$ cat src/verilog/logger_regs.vh
// register map, field positions, reset values and codes of the data logger control
`ifndef LOGGER_REGS_VH
`define LOGGER_REGS_VH

// register byte offsets
`define OFF_STATUS      8'h00
`define OFF_CONTROL     8'h04
`define OFF_STORE_WORD  8'h08
`define OFF_ERR_CODE    8'h0C
`define OFF_REC_COUNT   8'h10
`define OFF_REC_LIMIT   8'h14
`define OFF_IRQ_STATUS  8'h18
`define OFF_IRQ_MASK    8'h1C

// status register fields
`define ST_CARD_PRESENT 0
`define ST_STORING      1
`define ST_CARD_ERROR   2
`define ST_LIMIT        3
`define ST_CONFIGURED   4

// control register fields
`define CT_RECORD_RUN   0
`define CT_STORE_TRIG   1
`define CT_CYCLIC       2
`define CT_WIDTH        3

// interrupt status and mask fields
`define IRQ_STORE_DONE  0
`define IRQ_CARD_ERROR  1
`define IRQ_LIMIT       2
`define IRQ_CARD_CHANGE 3
`define IRQ_WIDTH       4

// store-control word codes
`define STORE_KEY       16'h5AA5
`define STORE_IDLE      16'h0000

// reset values
`define RST_CONTROL     3'h0
`define RST_STORE_WORD  16'h0000
`define RST_ERR_CODE    16'h0000
`define RST_REC_COUNT   32'h0000_0000
`define RST_REC_LIMIT   32'h0000_0000
`define RST_IRQ         4'h0

// store sequencer states
`define SQ_IDLE         1'b0
`define SQ_RUN          1'b1

`endif

$ cat src/verilog/logger_ctrl.v
// data logger control and card store status, with a classic wishbone slave
// Summary of operation
// configured flag follows valid downloaded parameters
// record-run set and cleared by software only
// software loads store word with the key
// limit reached or count met starts save
// trigger rise with key starts card write
// record count is 32 bits, +1 per record while record-run is set, held at the limit unless cyclic
// store word reads zero after store finishes
// card-present flag follows card detect
// storing flag high for whole card write
// card-error flag set on failed card operation
// last card error code latched, read-only
// limit flag at count or in cyclic mode
// software keeps interrupts quiet during store
// log file stamped with date and time
// read-only items ignore writes, writable accept
// trigger rise without key does nothing
// busy clears with store word zeroing
`timescale 1ns/1ps
`default_nettype none
`include "logger_regs.vh"

module logger_ctrl (
  // clock and reset
  input  wire        clock,
  input  wire        rst_n,
  // wishbone slave
  input  wire        cyc_i,
  input  wire        stb_i,
  input  wire        we_i,
  input  wire [7:0]  adr_i,
  input  wire [31:0] dat_i,
  input  wire [3:0]  sel_i,
  output reg  [31:0] dat_o,
  output reg         ack_o,
  // logger engine
  input  wire        params_valid,
  input  wire        record_taken,
  // memory card
  input  wire        card_detect,
  input  wire        card_done,
  input  wire        card_fail,
  input  wire [15:0] card_fail_code,
  output wire        card_store_start,
  // real time clock: year, month, day, hour, minute, second
  input  wire [15:0] rtc_year,
  input  wire [7:0]  rtc_month,
  input  wire [7:0]  rtc_day,
  input  wire [7:0]  rtc_hour,
  input  wire [7:0]  rtc_minute,
  input  wire [7:0]  rtc_second,
  output reg  [55:0] file_stamp_q,
  // interrupt
  output wire        irq
);

  reg [`CT_WIDTH-1:0]  control_q;
  reg [15:0]           store_word_q;
  reg [15:0]           err_code_q;
  reg                  card_error_q;
  reg [31:0]           rec_count_q;
  reg [31:0]           rec_limit_q;
  reg [`IRQ_WIDTH-1:0] irq_status_q;
  reg [`IRQ_WIDTH-1:0] irq_mask_q;
  reg                  trig_prev_q;
  reg                  limit_prev_q;
  reg                  card_prev_q;

  wire                  busy_q;
  wire                  store_finish;
  wire                  store_failed;
  wire                  access;
  wire                  wr;
  wire                  trig_rise;
  wire                  limit_rise;
  wire                  key_ok;
  wire                  store_go;
  wire                  count_met;
  wire                  limit_now;
  wire                  record_ok;
  wire [4:0]            status_word;
  wire [`IRQ_WIDTH-1:0] irq_events;
  wire [31:0]           ctrl_wr;
  wire [31:0]           word_wr;
  wire [31:0]           limit_wr;
  wire [31:0]           mask_wr;
  wire                  sel_control;
  wire                  sel_word;
  wire                  sel_limit;
  wire                  sel_mask;
  wire                  sel_irq;
  wire                  store_ok;
  wire                  card_change;
  wire [`IRQ_WIDTH-1:0] irq_clr;
  reg  [31:0]           read_word;

  // byte-lane merge of a write into the old word
  function [31:0] lane_merge;
    input [31:0] old_val;
    input [31:0] new_val;
    input [3:0]  lanes;
    integer      i;
    begin
      lane_merge = old_val;
      for (i = 0; i < 4; i = i + 1) begin
        if (lanes[i]) begin
          lane_merge[i*8 +: 8] = new_val[i*8 +: 8];
        end
      end
    end
  endfunction

  // bus decode: one answer per request, ack drops the cycle after
  assign access = cyc_i & stb_i & ~ack_o;
  assign wr     = access & we_i;

  assign ctrl_wr  = lane_merge({29'h0000_0000, control_q}, dat_i, sel_i);
  assign word_wr  = lane_merge({16'h0000, store_word_q}, dat_i, sel_i);
  assign limit_wr = lane_merge(rec_limit_q, dat_i, sel_i);
  // the mask merges into its own old value, so a write without lane 0 keeps it
  assign mask_wr  = lane_merge({28'h000_0000, irq_mask_q}, dat_i, sel_i);

  // one select per writable register, decoded once for every process
  assign sel_control = wr & (adr_i == `OFF_CONTROL);
  assign sel_word    = wr & (adr_i == `OFF_STORE_WORD);
  assign sel_limit   = wr & (adr_i == `OFF_REC_LIMIT);
  assign sel_mask    = wr & (adr_i == `OFF_IRQ_MASK);
  assign sel_irq     = wr & (adr_i == `OFF_IRQ_STATUS);

  // count limit: zero limit means no limit configured
  assign count_met = (rec_limit_q != 32'h0000_0000) & (rec_count_q >= rec_limit_q);
  assign limit_now = count_met | control_q[`CT_CYCLIC];

  // records stop at the limit unless recording wraps round
  assign record_ok = record_taken & control_q[`CT_RECORD_RUN] & params_valid
                     & (~count_met | control_q[`CT_CYCLIC]);

  // a store only starts while the key is loaded and nothing is in flight
  assign trig_rise  = control_q[`CT_STORE_TRIG] & ~trig_prev_q;
  assign limit_rise = limit_now & ~limit_prev_q;
  assign key_ok     = (store_word_q == `STORE_KEY);
  assign store_go   = key_ok & ~busy_q & (trig_rise | limit_rise);

  assign status_word = {params_valid,
                        limit_now,
                        card_error_q,
                        busy_q,
                        card_detect};

  assign store_ok    = store_finish & ~store_failed;
  assign card_change = card_detect ^ card_prev_q;

  // write-one clear uses lane 0 only
  assign irq_clr = dat_i[`IRQ_WIDTH-1:0] & {`IRQ_WIDTH{sel_i[0] & sel_irq}};

  assign irq_events = {card_change,
                       limit_rise,
                       store_failed,
                       store_finish};

  assign irq = |(irq_status_q & irq_mask_q);

  store_sequencer u_seq (
    .clock     (clock),
    .rst_n     (rst_n),
    .go        (store_go),
    .card_done (card_done),
    .card_fail (card_fail),
    .busy_q    (busy_q),
    .start_q   (card_store_start),
    .finish    (store_finish),
    .failed    (store_failed)
  );

  // read multiplexer: unmapped offsets read zero
  always @* begin
    read_word = 32'h0000_0000;
    case (adr_i)
      `OFF_STATUS:     read_word = {27'h000_0000, status_word};
      `OFF_CONTROL:    read_word = {29'h0000_0000, control_q};
      `OFF_STORE_WORD: read_word = {16'h0000, store_word_q};
      `OFF_ERR_CODE:   read_word = {16'h0000, err_code_q};
      `OFF_REC_COUNT:  read_word = rec_count_q;
      `OFF_REC_LIMIT:  read_word = rec_limit_q;
      `OFF_IRQ_STATUS: read_word = {28'h000_0000, irq_status_q};
      `OFF_IRQ_MASK:   read_word = {28'h000_0000, irq_mask_q};
      default:         read_word = 32'h0000_0000;
    endcase
  end

  // wishbone answer and read data; data only moves on a read, so it stands
  always @(posedge clock) begin
    if (!rst_n) begin
      ack_o <= 1'b0;
      dat_o <= 32'h0000_0000;
    end else begin
      ack_o <= access;
      if (access & ~we_i) begin
        dat_o <= read_word;
      end
    end
  end

  // writable control bits: the device never clears them itself
  always @(posedge clock) begin
    if (!rst_n) begin
      control_q <= `RST_CONTROL;
    end else if (sel_control) begin
      control_q <= ctrl_wr[`CT_WIDTH-1:0];
    end
  end

  // interrupt mask
  always @(posedge clock) begin
    if (!rst_n) begin
      irq_mask_q <= `RST_IRQ;
    end else if (sel_mask) begin
      irq_mask_q <= mask_wr[`IRQ_WIDTH-1:0];
    end
  end

  // store-control word: completion zeroes it, beating a write in flight
  always @(posedge clock) begin
    if (!rst_n) begin
      store_word_q <= `RST_STORE_WORD;
    end else if (store_finish) begin
      store_word_q <= `STORE_IDLE;
    end else if (sel_word) begin
      store_word_q <= word_wr[15:0];
    end
  end

  // configured record quantity
  always @(posedge clock) begin
    if (!rst_n) begin
      rec_limit_q <= `RST_REC_LIMIT;
    end else if (sel_limit) begin
      rec_limit_q <= limit_wr;
    end
  end

  // record counter, read-only to software
  always @(posedge clock) begin
    if (!rst_n) begin
      rec_count_q <= `RST_REC_COUNT;
    end else if (record_ok) begin
      rec_count_q <= rec_count_q + 32'h0000_0001;
    end
  end

  // card error flag and last code; a good store or card removal clears the flag
  always @(posedge clock) begin
    if (!rst_n) begin
      card_error_q <= 1'b0;
      err_code_q   <= `RST_ERR_CODE;
    end else begin
      if (store_failed) begin
        card_error_q <= 1'b1;
        err_code_q   <= card_fail_code;
      end else if (store_ok | ~card_detect) begin
        card_error_q <= 1'b0;
      end
    end
  end

  // file name stamp taken as the store starts
  always @(posedge clock) begin
    if (!rst_n) begin
      file_stamp_q <= 56'h00_0000_0000_0000;
    end else if (store_go) begin
      file_stamp_q <= {rtc_year, rtc_month, rtc_day,
                       rtc_hour, rtc_minute, rtc_second};
    end
  end

  // edge history of the store trigger bit
  always @(posedge clock) begin
    if (!rst_n) begin
      trig_prev_q <= 1'b0;
    end else begin
      trig_prev_q <= control_q[`CT_STORE_TRIG];
    end
  end

  // edge history of the limit flag
  always @(posedge clock) begin
    if (!rst_n) begin
      limit_prev_q <= 1'b0;
    end else begin
      limit_prev_q <= limit_now;
    end
  end

  // card detect history follows the pin in reset too, so an inserted card
  // gives no false change event as reset lets go
  always @(posedge clock) begin
    if (!rst_n) begin
      card_prev_q <= card_detect;
    end else begin
      card_prev_q <= card_detect;
    end
  end

  // sticky interrupt bits: a new event wins over a write-one clear
  always @(posedge clock) begin
    if (!rst_n) begin
      irq_status_q <= `RST_IRQ;
    end else begin
      irq_status_q <= (irq_status_q & ~irq_clr) | irq_events;
    end
  end

endmodule
`default_nettype wire

$ cat src/verilog/store_sequencer.v
// card store sequencer: one store at a time, start pulse out, completion in
`timescale 1ns/1ps
`default_nettype none
`include "logger_regs.vh"

module store_sequencer (
  // clock and reset
  input  wire clock,
  input  wire rst_n,
  // request from register logic
  input  wire go,
  // card side answer
  input  wire card_done,
  input  wire card_fail,
  // status
  output reg  busy_q,
  output reg  start_q,
  output wire finish,
  output wire failed
);

  localparam IDLE = `SQ_IDLE;
  localparam RUN  = `SQ_RUN;

  reg state_q;
  reg state_d;

  // completion is seen the same edge the state drops back to idle
  assign finish = (state_q == RUN) & (card_done | card_fail);
  assign failed = (state_q == RUN) & card_fail;

  always @* begin
    state_d = state_q;
    case (state_q)
      IDLE: begin
        if (go) begin
          state_d = RUN;
        end
      end
      RUN: begin
        if (card_done | card_fail) begin
          state_d = IDLE;
        end
      end
      default: begin
        state_d = IDLE;
      end
    endcase
  end

  always @(posedge clock) begin
    if (!rst_n) begin
      state_q <= IDLE;
      busy_q  <= 1'b0;
      start_q <= 1'b0;
    end else begin
      state_q <= state_d;
      busy_q  <= (state_d == RUN);
      start_q <= (state_q == IDLE) & go;
    end
  end

endmodule
`default_nettype wire

$ cat config.mk
export PLATFORM = sky130hd
export DESIGN_NAME = logger_ctrl
export DESIGN_NICKNAME = d
export VERILOG_FILES = /design/src/verilog/logger_ctrl.v /design/src/verilog/store_sequencer.v
export VERILOG_INCLUDE_DIRS = /design/src /design/src/verilog
export SDC_FILE = /design/constraint.sdc
export NUM_CORES = 1
export LEC_CHECK = 0
export BUFFER_PORTS_ARGS = -buffer_cell sky130_fd_sc_hd__buf_2
export CORE_ASPECT_RATIO = 0.7
export CORE_MARGIN = 4
export CORE_UTILIZATION = 49
export CTS_CLUSTER_SIZE = 8
export DETAILED_ROUTE_END_ITERATION = 8
export PLACE_DENSITY = 0.74
export SETUP_SLACK_MARGIN = 0.3
export SYNTH_ARGS = -nofsm -noshare
export SYNTH_HDL_FRONTEND = slang
export SYNTH_SLANG_ARGS = --single-unit
$ cat constraint.sdc
create_clock -name clock -period 8.2 [get_ports clock]
set_clock_uncertainty 0.2 [all_clocks]
set_input_delay 0.82 -clock clock [delete_from_list [all_inputs] [get_ports clock]]
set_output_delay 0.82 -clock clock [all_outputs]
set_load 0.05 [all_outputs]
After elaboration in Yosys (flattened, before gate mapping)
Index checks and enable logic that the tools add are counted.
{"block": "classes", "n_addsub": 1, "n_lt_le_gt_ge": 1, "eq_ne": 8, "n_mux": 6, "bitwise_logic": 42, "n_reduce_logical": 13}
{"op": "case mux 32 bit (8 select lines)", "count": 1}
{"op": "adder 32 x 1 -> 32 bit (second input constant)", "count": 1}
{"op": "== test 8 x 5 -> 1 bit (second input constant)", "count": 4}
{"op": ">= comparator 32 bit", "count": 1}
{"op": "nonzero test 32 bit", "count": 1}
{"op": "bitwise AND 1 bit", "count": 22}
{"op": "== test 16 x 15 -> 1 bit (second input constant)", "count": 1}
{"op": "== test 8 x 4 -> 1 bit (second input constant)", "count": 2}
{"op": "AND reduction 2 bit", "count": 8}
{"op": "bitwise AND 4 bit", "count": 3}
{"op": "NOT 1 bit", "count": 9}
{"op": "== test 8 x 3 -> 1 bit (second input constant)", "count": 1}
{"op": "logical NOT 8 bit", "count": 1}
{"op": "bitwise OR 1 bit", "count": 5}
{"op": "two-way mux 1 bit", "count": 4}
{"op": "NOT 4 bit", "count": 1}
{"op": "bitwise OR 4 bit", "count": 1}
{"op": "OR reduction 4 bit", "count": 1}
{"op": "case mux 1 bit (2 select lines)", "count": 1}
{"op": "nonzero test 2 bit", "count": 1}
{"op": "OR reduction 2 bit", "count": 1}
{"op": "XOR 1 bit", "count": 1}
{"block": "totals", "regBits": 202, "in_bits": 126, "out_inout_bits": 91}

Longest topological paths before layout
Gate-level depths: netlist (run 1).
{"block": "logic_depth", "ltp_word": 9, "depth_mapped": 11, "depth_no_buf": 9}

By module
From an unflattened synthesis (run 1), not the netlist that was laid out.
{"block": "hier_totals", "hier_cells": 1116, "hier_area_um2": 9579.2}
{"mod": "logger_ctrl", "n_inst": 1, "cells_per_inst": 1109, "area_per_inst_um2": 9504.1, "seq_area_each_um2": 4003.8}
{"mod": "store_sequencer", "n_inst": 1, "cells_per_inst": 7, "area_per_inst_um2": 75.1, "seq_area_each_um2": 40.0}

Least setup slack after synthesis (run 1)
OpenSTA, ideal clock, no wires.
{"block": "synth_timing", "path_type": "flip-flop to flip-flop", "startpoint": "register rec_limit_q[15]", "endpoint": "register rec_count_q[29]", "setup_time_ns": 0.115, "arrival_ns": 2.645, "t_required_ns": 7.885, "slack_ns": 5.241, "stages_incl_launch_ff": 10, "path_buffers": 0, "period_less_slack_ns": 2.959, "path_cell_list": "dfxtp_1 inv_1 ha_1 nand4_1 or4_1 o32a_1 a2111oi_4 nor4_1 and3_1 o21a_1"}
{"block": "synth_via", "elab_chain_len": 5, "word_cells_on_any_way": 6, "cone_classes": "order compare (1); bitwise (4); reduce/logical (1)"}
{"element": "from (decl)", "line": "logger_ctrl.v:63", "rtl": "reg [31:0] rec_limit_q;"}
{"element": "from (signal assigned)", "line": "logger_ctrl.v:237", "rtl": "rec_limit_q <= `RST_REC_LIMIT;"}
{"element": "from (signal assigned)", "line": "logger_ctrl.v:239", "rtl": "rec_limit_q <= limit_wr;"}
{"element": ">= comparator 32 bit / nonzero test 32 bit (equally long branches)", "line": "logger_ctrl.v:132", "rtl": "assign count_met = (rec_limit_q != 32'h0000_0000) & (rec_count_q >= rec_limit_q);"}
{"element": "bitwise AND 1 bit (*)", "line": "logger_ctrl.v:132"}
{"element": "NOT 1 bit (*)", "line": "logger_ctrl.v:137", "rtl": "& (~count_met | control_q[`CT_CYCLIC]);"}
{"element": "bitwise OR 1 bit (*)", "line": "logger_ctrl.v:137"}
{"element": "bitwise AND 1 bit (*)", "line": "logger_ctrl.v:136", "rtl": "assign record_ok = record_taken & control_q[`CT_RECORD_RUN] & params_valid"}
{"element": "to (signal assigned)", "line": "logger_ctrl.v:246", "rtl": "rec_count_q <= `RST_REC_COUNT;"}
{"element": "to (signal assigned)", "line": "logger_ctrl.v:248", "rtl": "rec_count_q <= rec_count_q + 32'h0000_0001;"}
{"element": "to (decl)", "line": "logger_ctrl.v:62", "rtl": "reg [31:0] rec_count_q;"}
Every way passes the cells marked *; elsewhere a longest branch is shown, timed or not.
A chain may end at the register's enable or synchronous reset.

Final worst setup path (run 1)
{"block": "layout_timing", "startpoint": "register rec_count_q[0]", "endpoint": "register rec_count_q[22]"}
{"block": "layout_via", "elab_chain_len": 5, "word_cells_on_any_way": 6, "cone_classes": "add/sub (1); order compare (1); bitwise (4)"}
{"element": ">= comparator 32 bit", "line": "logger_ctrl.v:132"}
{"element": "bitwise AND 1 bit", "line": "logger_ctrl.v:132"}
{"element": "NOT 1 bit", "line": "logger_ctrl.v:137"}
{"element": "bitwise OR 1 bit", "line": "logger_ctrl.v:137"}
{"element": "bitwise AND 1 bit", "line": "logger_ctrl.v:136"}
Several ways; a longest one is shown, not always the timed one.

==> flow_summary.yaml, run 1 <==
yosys:
  synth_top_cell_area_share_pct: 43.1
  syn-instance-count: 1172
  synth_area_sq_um: 9390
  synth_ff_type: "dfxtp_1"
  ys_seq_elements: 202
  synth_edf_count: 0
  ys_seq_area_share_pct: 43.1
  synth_area_leaders: "dfxtp_1 (43%), nand2_1 (9.6%), a21oi_1 (6.6%), nand3_1 (4.6%), ha_1 (4.4%)"
  yosys_warnings: 0
  yosys.area.top_type: "dfxtp_1"
  synthesis.nets: 1331
  synthArstFlopShare_pct: 0
  avgSynthCellArea_sq_um: 8.01
  synth.distinct_cells: 63
layout:
  syn_to_final_growth_pct: 20.4
  finalNonFillerCells: 1598
  drive_above_1_share_pct: 20.7
  n_fill_cell: 1697
  multi_input_area_sq_um: 4920
  antenna_cells: 0
  final_nets: 1514
  mostFrequentLayoutCell: "nand2_1"
  final_cell_mix: "nand2_1 (240), buf_2 (215), dfxtp_1 (202), a21oi_1 (124), nand3_1 (86)"
  final-seq-area_sq_um: 4040
clock_tree:
  clk_pin_slew_ns: 0.05
  clk_latency_ns: 0.53
  htreeDepth: 1
  cts.sinks: 202
  cts_tree: "done"
  numCtsBuffers: 29
  cts-resized-gates: 0
  post_cts_buffers: 0
  holdBufCountCts: 0
  cts.path.max_buffers: 3
  clock-root-buffer: "clkbuf_16"
setup_path:
  cp.arrival_ns: 3.88
  cp-end-kind: "flip-flop"
  crit_type: "reg -> reg"
  cp_max_fo: 16
  worstSetupStartpointType: "flip-flop"
  crit_required_ns: 8.46
sta:
  relSlewSlack_pct: 18.5
  tightest_slew_ns: 1.22
  post-route-min-period_ns: 3.62
  setup_viol: 0
  grt_setup_unrepaired: "false"
  hold_viol_final: 0
  final_max_slew_viol_count: 0
  fin_crit_sh_pct: 44.1
  finalWorstSetupSlack_ns: 4.58
  max_freq_mhz: 276
  setup_tns_ns: 0
route:
  drt-total-wl_um: 27500
  drtAntennaViolNets: 0
  viasPerCell: 5.71
  wire_per_inst_um: 17.2
  vias: 9125
  drc: 0
  drtIter0Drc: 794
  firstDrtPassIters: 5
die:
  die_area_sq_um: 21500
  core_sq_um: 18900
  fp.dieH_um: 124
  io_pins: 217
  core.rowCount: 42
  die_w_um: 173
  initial_core_util_pct: 49.8
power_and_ir_drop:
  power.density_nw_per_um2: 185
  p_leak_nw: 4.54
  ir_worst_vdd_uv: 119
global_route:
  grt_pass1_wl_um: 43700
  grt_overflow: 0
  grt_max_degree: 114
  antenna_found_initial: 0
  track_usage_pct: 24.6
  grt_pass1_vias: 8410
placement:
  gp_congestion: 0.900
  place_inst: 1566
  hpwlAfterDp_um: 19500
  port_buffers: 216
  pre_cts_slack_ns: 4.53
run_status:
  status: "complete, no violations"
hold_path:
  min_path_type: "reg -> reg"
run:
  maxCapViolCount: 0
==> cell usage after synthesis, drive strengths merged, types with 12 or more instances <==
library cell,number
nand2,240
dfxtp,202
a21oi,124
nand3,87
o21ai,86
nor2,58
clkbuf,57
inv,42
mux2i,35
ha,33
and2,22
a22oi,19
nand4,16
nor4,15
or4,15
buf,13
mux2,12
==> metrics by stage <==
step / cell area, sq um / hold WS, ns / power, mW / util (%)
2_1_floorplan: 9390 / 0.223 / 1.04 / -
3_3_place_gp: 10600 / 0.241 / 1.08 / 55.9
3_5_place_dp: 10600 / 0.247 / 1.08 / 55.9
4_1_cts: 11300 / 0.254 / 2.10 / 59.9
5_1_grt: 11300 / 0.271 / 2.15 / 59.9
6_report: 11300 / 0.254 / 2.09 / 59.9
==> cells by family after synthesis <==
family | after synthesis | synth area share [%]
buffers and inverters | 112 | 4.70
DFF | 202 | 43.1
adders and majority gates | 33 | 4.40
and+or+nand+nor | 500 | 25.2
xor gates and xnor gates | 10 | 0.933
muxes | 47 | 5.17
AOI/OAI and AO/OA | 268 | 16.5
==> cell type report <==
cell class	count	share of cell area [%]
clock buffers	30	6.46
clock inverters	2	0.144
inverters	42	1.40
multi-input cells	858	43.5
flip-flops and latches	202	35.8
well taps	242	2.68
repair buffers	222	9.99
==> worst paths after layout <==
| check | start | to | slack, ns | depth (start not counted) |
|---|---|---|---|---|
| worst max-delay path | rec_count_q[0] | rec_count_q[22] | 4.58 | 9 |
| worst min-delay path | err_code_q[8] | err_code_q[8] | 0.25 | 2 |
| worst max register to register | rec_count_q[0] | rec_count_q[22] | 4.58 | 9 |
| worst min register to register | err_code_q[8] | err_code_q[8] | 0.25 | 2 |
==> critical path, stage by stage, from the launching register on <==
cell	delay, ns
dfxtp_1	0.41
inv_1	0.11
ha_1	0.29
nand2b_1	0.14
a2111oi_0	0.70
o32a_1	0.36
a2111o_1	0.29
nand3_2	0.34
or4_1	0.57
a21oi_1	0.14
==> flip-flops by register name, summed over array words and instances (netlist names) <==
signal,cells
file_stamp_q,56
dat_o,32
rec_count_q,32
rec_limit_q,32
err_code_q,16
store_word_q,16
irq_mask_q,4
irq_status_q,4
control_q,3
ack_o,1
card_error_q,1
card_prev_q,1
limit_prev_q,1
trig_prev_q,1
u_seq.busy_q,1
u_seq.start_q,1
==> where the power goes <==
part	switching, mW	internal, mW
combinational	0.0469	0.0289
sequential	0.000905	0.985
clock	0.407	0.617
==> metal layers <==
| layer | track usage [%] | vias to the layer above | share of wire (%) | routed length, um |
|---|---|---|---|---|
| met3 | 7.22 | 35 | 10 | 2880 |
| li1 | - | 4453 | - | - |
| met5 | 0 | - | 0 | 0 |
| met2 | 38.2 | 369 | 44 | 12100 |
| met1 | 34.4 | 4268 | 44 | 12200 |
| met4 | 4.93 | 0 | 1.3 | 363 |
Note: power is estimated with default switching activity, not from simulation.
==> inputs of run 2 (changes only) <==
- ABC_AREA: default -> 1
- PLACE_DENSITY: 0.74 -> 0.76
- clock period: 8.2 -> 3.1 ns (I/O delays scaled with it)
==> run 2 against run 1 <==
  * Synthesized area is 6.6% higher
  * Combinational power grew to 4.9 times the previous value
  * Synthesized cell count up 21%
  * Largest cell class unchanged
  * Critical path type unchanged
==> flow_summary.yaml, run 2 <==
setup_path:
  crit_start: "store_word_q[2]"
  worstSetupStartpointType: "flip-flop"
  crit_required_ns: 3.33
  reg2reg_slack_ns: 0.24
  r2r_end: "file_stamp_q[5]"
  reg2reg_depth: 8
  cp-end-kind: "flip-flop"
  r2r-start: "store_word_q[2]"
  cp_max_fo: 33
  cp.arrival_ns: 3.09
  crit_type: "reg -> reg"
sta:
  grt_setup_unrepaired: "true"
  tightest_slew_ns: 0.882
  max_freq_mhz: 349
  relSlewSlack_pct: 41.0
  post-route-min-period_ns: 2.86
  final_max_slew_viol_count: 0
  fin_crit_sh_pct: 92.4
  setup_tns_ns: 0
  hold_viol_final: 0
  finalWorstSetupSlack_ns: 0.236
  setup_viol: 0
layout:
  largest_reg_flops: 56
  drive_above_1_share_pct: 20.0
  finalNonFillerCells: 2024
  final_cell_mix: "nand2_1 (278), buf_2 (215), a21oi_1 (198), dfxtp_1 (198), inv_1 (169)"
  syn_to_final_growth_pct: 35.1
  top_register: "file_stamp_q"
  postLayoutCoreUtil_pct: 67.9
  mostFrequentLayoutCell: "nand2_1"
  final_nets: 1910
clock_tree:
  clk_latency_ns: 0.55
  cts.path.max_buffers: 3
  clock-root-buffer: "clkbuf_16"
  numCtsBuffers: 29
  htreeDepth: 1
  clk_pin_slew_ns: 0.05
  cts_tree: "done"
  cts.sinks: 202
hold_path:
  min_path_cells: 3
  hold_start: "rst_n"
  holdPathEnd: "file_stamp_q[38]"
  min_path_type: "in -> reg"
yosys:
  syn-instance-count: 1421
  avgSynthCellArea_sq_um: 7.04
  synth_most_common_cell: "nand2_1"
  yosys.area.top_type: "dfxtp_1"
  synth_ff_type: "dfxtp_1"
  synthTopCellsByCount: "nand2_1 (281), dfxtp_1 (202), a21oi_1 (200)"
  synth_area_leaders: "dfxtp_1 (40%), nand2_1 (11%), a21oi_1 (10%), inv_1 (6.5%), o21ai_0 (5.3%)"
  synthArstFlopShare_pct: 0
  synth_area_sq_um: 10000
  synth_top_cell_area_share_pct: 40.4
  yosys_warnings: 0
  synth.distinct_cells: 34
  synthesis.nets: 1580
  ys_seq_area_share_pct: 40.4
  ys_seq_elements: 202
  synth_edf_count: 0
route:
  drtAntennaViolNets: 0
  drt-total-wl_um: 36400
  vias: 11310
  viasPerCell: 5.59
  wire_per_inst_um: 18.0
  firstDrtPassIters: 5
  drc: 0
  drtIter0Drc: 1381
run:
  maxCapViolCount: 0
power_and_ir_drop:
  ir_worst_vdd_uv: 381
  p_leak_nw: 5.82
  power.density_nw_per_um2: 422
  power.total_mw: 5.71
placement:
  hpwlAfterDp_um: 23200
  pre_cts_slack_ns: 0.224
  gp_congestion: 0.946
  place_inst: 1868
  port_buffers: 216
die:
  core_sq_um: 19900
  fp.dieH_um: 128
  core.rowCount: 43
  die_area_sq_um: 22800
  io_pins: 217
  die_w_um: 179
  initial_core_util_pct: 50.3
global_route:
  grt_pass1_vias: 10308
  track_usage_pct: 28.6
  grt_pass1_wl_um: 52700
  antenna_found_initial: 1
  grt_overflow: 0
  grt_max_degree: 71
run_status:
  status: "complete, no violations"
run 2: cell count changes in the layout (fill, tap and decap cells not counted), moves of 19 or more:
cell / delta
and2_1: -22
a22oi_1: -19
nand3_1: -43
nand2_1: +38
dlygate4sd3_1: +111
nor3_1: +23
o22ai_1: +33
o21ai_0: +27
inv_1: +128
a21oi_1: +74
nor2_1: +75
mux2i_1: -35
xor2_1: +25
nand3_2: +20
run 2: final cells by class:
cell class,count,area [sq um]
Antenna cell,3,7.51
Inverter,189,713
Timing Repair inverter,1,7.51
Clock inverter,2,17.5
Fill cell,1614,6390
Sequential cell,202,4050
Clock buffer,29,726
Timing Repair Buffer,366,2710
Tap cell,270,338
Multi-Input combinational cell,962,4960
run 2: worst max-delay path, stage by stage (launching register included):
cell and delay, ns:
dfxtp_1 0.37, inv_1 0.06, nor4_1 0.57, nand3_1 0.23, nor2_4 0.59, buf_12 0.27, nand3_1 0.14, nand2_1 0.20
nor2_1 0.09
run 2: per-layer routing:
layer  vias to the layer above  GRT usage, %  share of wire [%]
li1                       5306             -                  -
met1                      5166          42.2                 44
met2                       722          41.7                 42
met3                       116          5.53                 11
met4                         0          9.70                3.6
met5                         -             0                  0
run 2: what timing repair did:
action / CTS / global route
pin swaps: 0 / 3
endpoints found under the setup margin: 11 / 98
cloned: 0 / 10
resized for setup: 1 / 19
hold buffers: 111 / 0
endpoints found under the hold margin: 133 / 0
buffers inserted: 0 / 1
run 2: kinds of logic after synthesis:
| kind of cell | after synthesis | share of synthesized area [%] |
|---|---|---|
| flops | 202 | 40.4 |
| buf+inv | 258 | 10.6 |
| fa+ha+maj | 33 | 4.13 |
| xor+xnor | 28 | 2.45 |
| simple gates | 549 | 24.0 |
| compound gates | 351 | 18.4 |
run 2: power by group:
group / total, mW / internal, mW / switching [mW] / leakage [nW]
Sequential: 2.61 / 2.60 / 0.00138 / 1.63
Combinational: 0.371 / 0.187 / 0.184 / 3.82
Clock: 2.73 / 1.63 / 1.11 / 0.366
Total: 5.71 / 4.42 / 1.29 / 5.82
run 2: worst max path at each step:
stage / end / cells after the start
floorplan: file_stamp_q[32] / 19
global placement: rec_count_q[5] / 15
global route: file_stamp_q[5] / 20
detailed placement: rec_count_q[5] / 15
finish: file_stamp_q[5] / 8
CTS: rec_count_q[5] / 15
run 2: stage by stage:
step | area, sq um | hold WS, ns
final | 13500 | 0.0296
after global routing | 13500 | 0.0304
after CTS | 13200 | 0.00417
after detailed placement | 11400 | 0.253
after global placement | 11400 | 0.225
after floorplan | 10000 | 0.138
==> inputs of run 3 (changes only) <==
- CTS_CLUSTER_DIAMETER: default -> 150
- PLACE_DENSITY: 0.76 -> default
- PLACE_DENSITY_LB_ADDON: default -> 0.12
==> run 3 against run 2 <==
  * Total power shrank 0.99%
  * Design area is 1.1% lower
  * Count of clock-buffer cells in the layout stayed put
  * Via count is 4.9% lower
  * Sequential cell count stayed put
  * The run now ends with negative hold slack left
  * Critical path type is now in -> reg
  * Combinational power fell by 4%
  * Fmax up 6.9%
  * Sequential share of layout area up 0.34 points
  * Global-route usage down 0.22 points
  * Die area is the same
  * Final cell count fell by 0.44%
  * First-iteration DRC count decreased by 32%
==> flow_summary.yaml, run 3 (synthesis results as in run 2) <==
global_route:
  track_usage_pct: 28.3
  antenna_found_initial: 0
  grt_pass1_wl_um: 52500
  grt_pass1_vias: 10057
  grt_overflow: 0
  grt_max_degree: 116
clock_tree:
  htreeDepth: 1
  cts.sinks: 202
  clock-root-buffer: "clkbuf_16"
  clk_latency_ns: 0.53
  cts_tree: "done"
  numCtsBuffers: 29
  cts.path.max_buffers: 3
  clk_pin_slew_ns: 0.05
route:
  firstDrtPassIters: 7
  drt-total-wl_um: 33900
  viasPerCell: 5.34
  drtAntennaViolNets: 0
  drtIter0Drc: 945
  wire_per_inst_um: 16.8
  vias: 10760
  drc: 0
sta:
  setup_tns_ns: 0
  final_max_slew_viol_count: 0
  grt_setup_unrepaired: "true"
  holdWs_ns: -0.0139
  relSlewSlack_pct: 36.2
  setup_viol: 0
  fin_crit_sh_pct: 86.4
  hold_viol_final: 1
  tightest_slew_ns: 0.954
  post-route-min-period_ns: 2.68
  max_freq_mhz: 373
layout:
  final_cell_mix: "nand2_1 (279), buf_2 (215), a21oi_1 (199), dfxtp_1 (198), inv_1 (168)"
  finalNonFillerCells: 2015
  drive_above_1_share_pct: 19.7
  top_register: "file_stamp_q"
  final_nets: 1903
  n_fill_cell: 1774
  syn_to_final_growth_pct: 33.6
  largest_reg_flops: 56
  mostFrequentLayoutCell: "nand2_1"
setup_path:
  cp.arrival_ns: 2.87
  cp-end-kind: "flip-flop"
  reg2reg_slack_ns: 0.49
  r2r-start: "rec_count_q[1]"
  crit_type: "in -> reg"
  r2r_end: "file_stamp_q[22]"
  cp_max_fo: 16
  reg2reg_depth: 19
  slowest_stage: "dlygate4sd3_1"
  critical-path-max-stage-delay_ns: 0.54
  worstSetupStartpointType: "input pin"
  crit_chain: "dlygate4sd3_1 > buf_2 > nand2_1 > dlygate4sd3_1 > nor2_1 > inv_1 > nor3_1 > nand2_1 > o21ai_0 > a21oi_1"
  crit_required_ns: 3.29
placement:
  gp_congestion: 0.967
  port_buffers: 216
  hpwlAfterDp_um: 22400
  place_inst: 1866
die:
  die_area_sq_um: 22800
  core.rowCount: 43
  io_pins: 217
  core_sq_um: 19900
  fp.dieH_um: 128
  initial_core_util_pct: 50.3
  die_w_um: 179
power_and_ir_drop:
  power.density_nw_per_um2: 423
  p_leak_nw: 5.76
  ir_worst_vdd_uv: 349
hold_path:
  min_path_cells: 3
  min_path_type: "in -> reg"
  holdPathEnd: "rec_limit_q[23]"
  hold_start: "dat_i[23]"
run_status:
  violations: "negative hold slack"
  status: "complete, but fails checks"
run:
  maxCapViolCount: 0
-- run 3: cell types whose count changed in the layout (fill, tap and decap cells not counted), sizes merged --
cell,previous run,this run
dlygate4sd3,111,109
nand2,284,283
diode,3,2
inv,187,186
clkbuf,35,31
-- run 3: final cells by class --
class | instances | area, sq um | share of cell area, %
Multi-Input combinational cell | 961 | 4940 | 37.0
Sequential cell | 202 | 4050 | 30.3
Timing Repair Buffer | 360 | 2580 | 19.3
Clock buffer | 29 | 726 | 5.43
Inverter | 189 | 713 | 5.34
Tap cell | 270 | 338 | 2.53
Clock inverter | 1 | 8.76 | 0.0655
Timing Repair inverter | 1 | 7.51 | 0.0562
Antenna cell | 2 | 5.00 | 0.0374
-- run 3: per-layer routing --
| layer | GRT usage (%) | share of wire (%) |
|---|---|---|
| met1 | 42.6 | 46 |
| met2 | 41.2 | 41 |
| met3 | 6.06 | 10 |
| met4 | 7.08 | 2.6 |
| met5 | 0 | 0 |
-- run 3: how the worst max path moves through the flow --
stage                          startpoint          endpoint  slack (ns)
final                               stb_i   rec_limit_q[31]        0.42
after global routing                stb_i   rec_limit_q[31]        0.22
after CTS                           stb_i   store_word_q[5]        0.33
after detailed placement  rec_count_q[11]    rec_count_q[5]        0.24
after global placement     rec_count_q[0]    rec_count_q[7]        0.25
after floorplan            rec_count_q[0]  file_stamp_q[32]        0.92
-- run 3: repair_timing --
item                       CTS  global route
pin swaps                    0             2
setup endpoints to repair    8           104
resized for setup            1            22
hold endpoints to repair   132             0
hold buffers               109             0
cloned                       0             5
setup buffers                0             3
-- run 3: stage by stage --
step | utilization [%] | setup WS (ns) | total power, mW | cell area, sq um
final | 67.1 | 0.420 | 5.65 | 13400
after global routing | 67.1 | 0.218 | 5.84 | 13400
after CTS | 66.2 | 0.327 | 5.69 | 13200
after detailed placement | 57.1 | 0.238 | 2.89 | 11400
after global placement | 57.1 | 0.254 | 2.89 | 11400
after floorplan | - | 0.917 | 2.77 | 10000
-- run 3: critical path: cells and delay by family --
family,cells,cell delay [ns]
compound gates,2,0.47
simple gates,4,0.84
buf+inv,4,1.25
-- run 3: power by group --
group          switching, mW  internal, mW  total (mW)
logic                  0.173         0.183       0.356
registers            0.00142          2.60        2.61
clock network           1.07          1.62        2.69
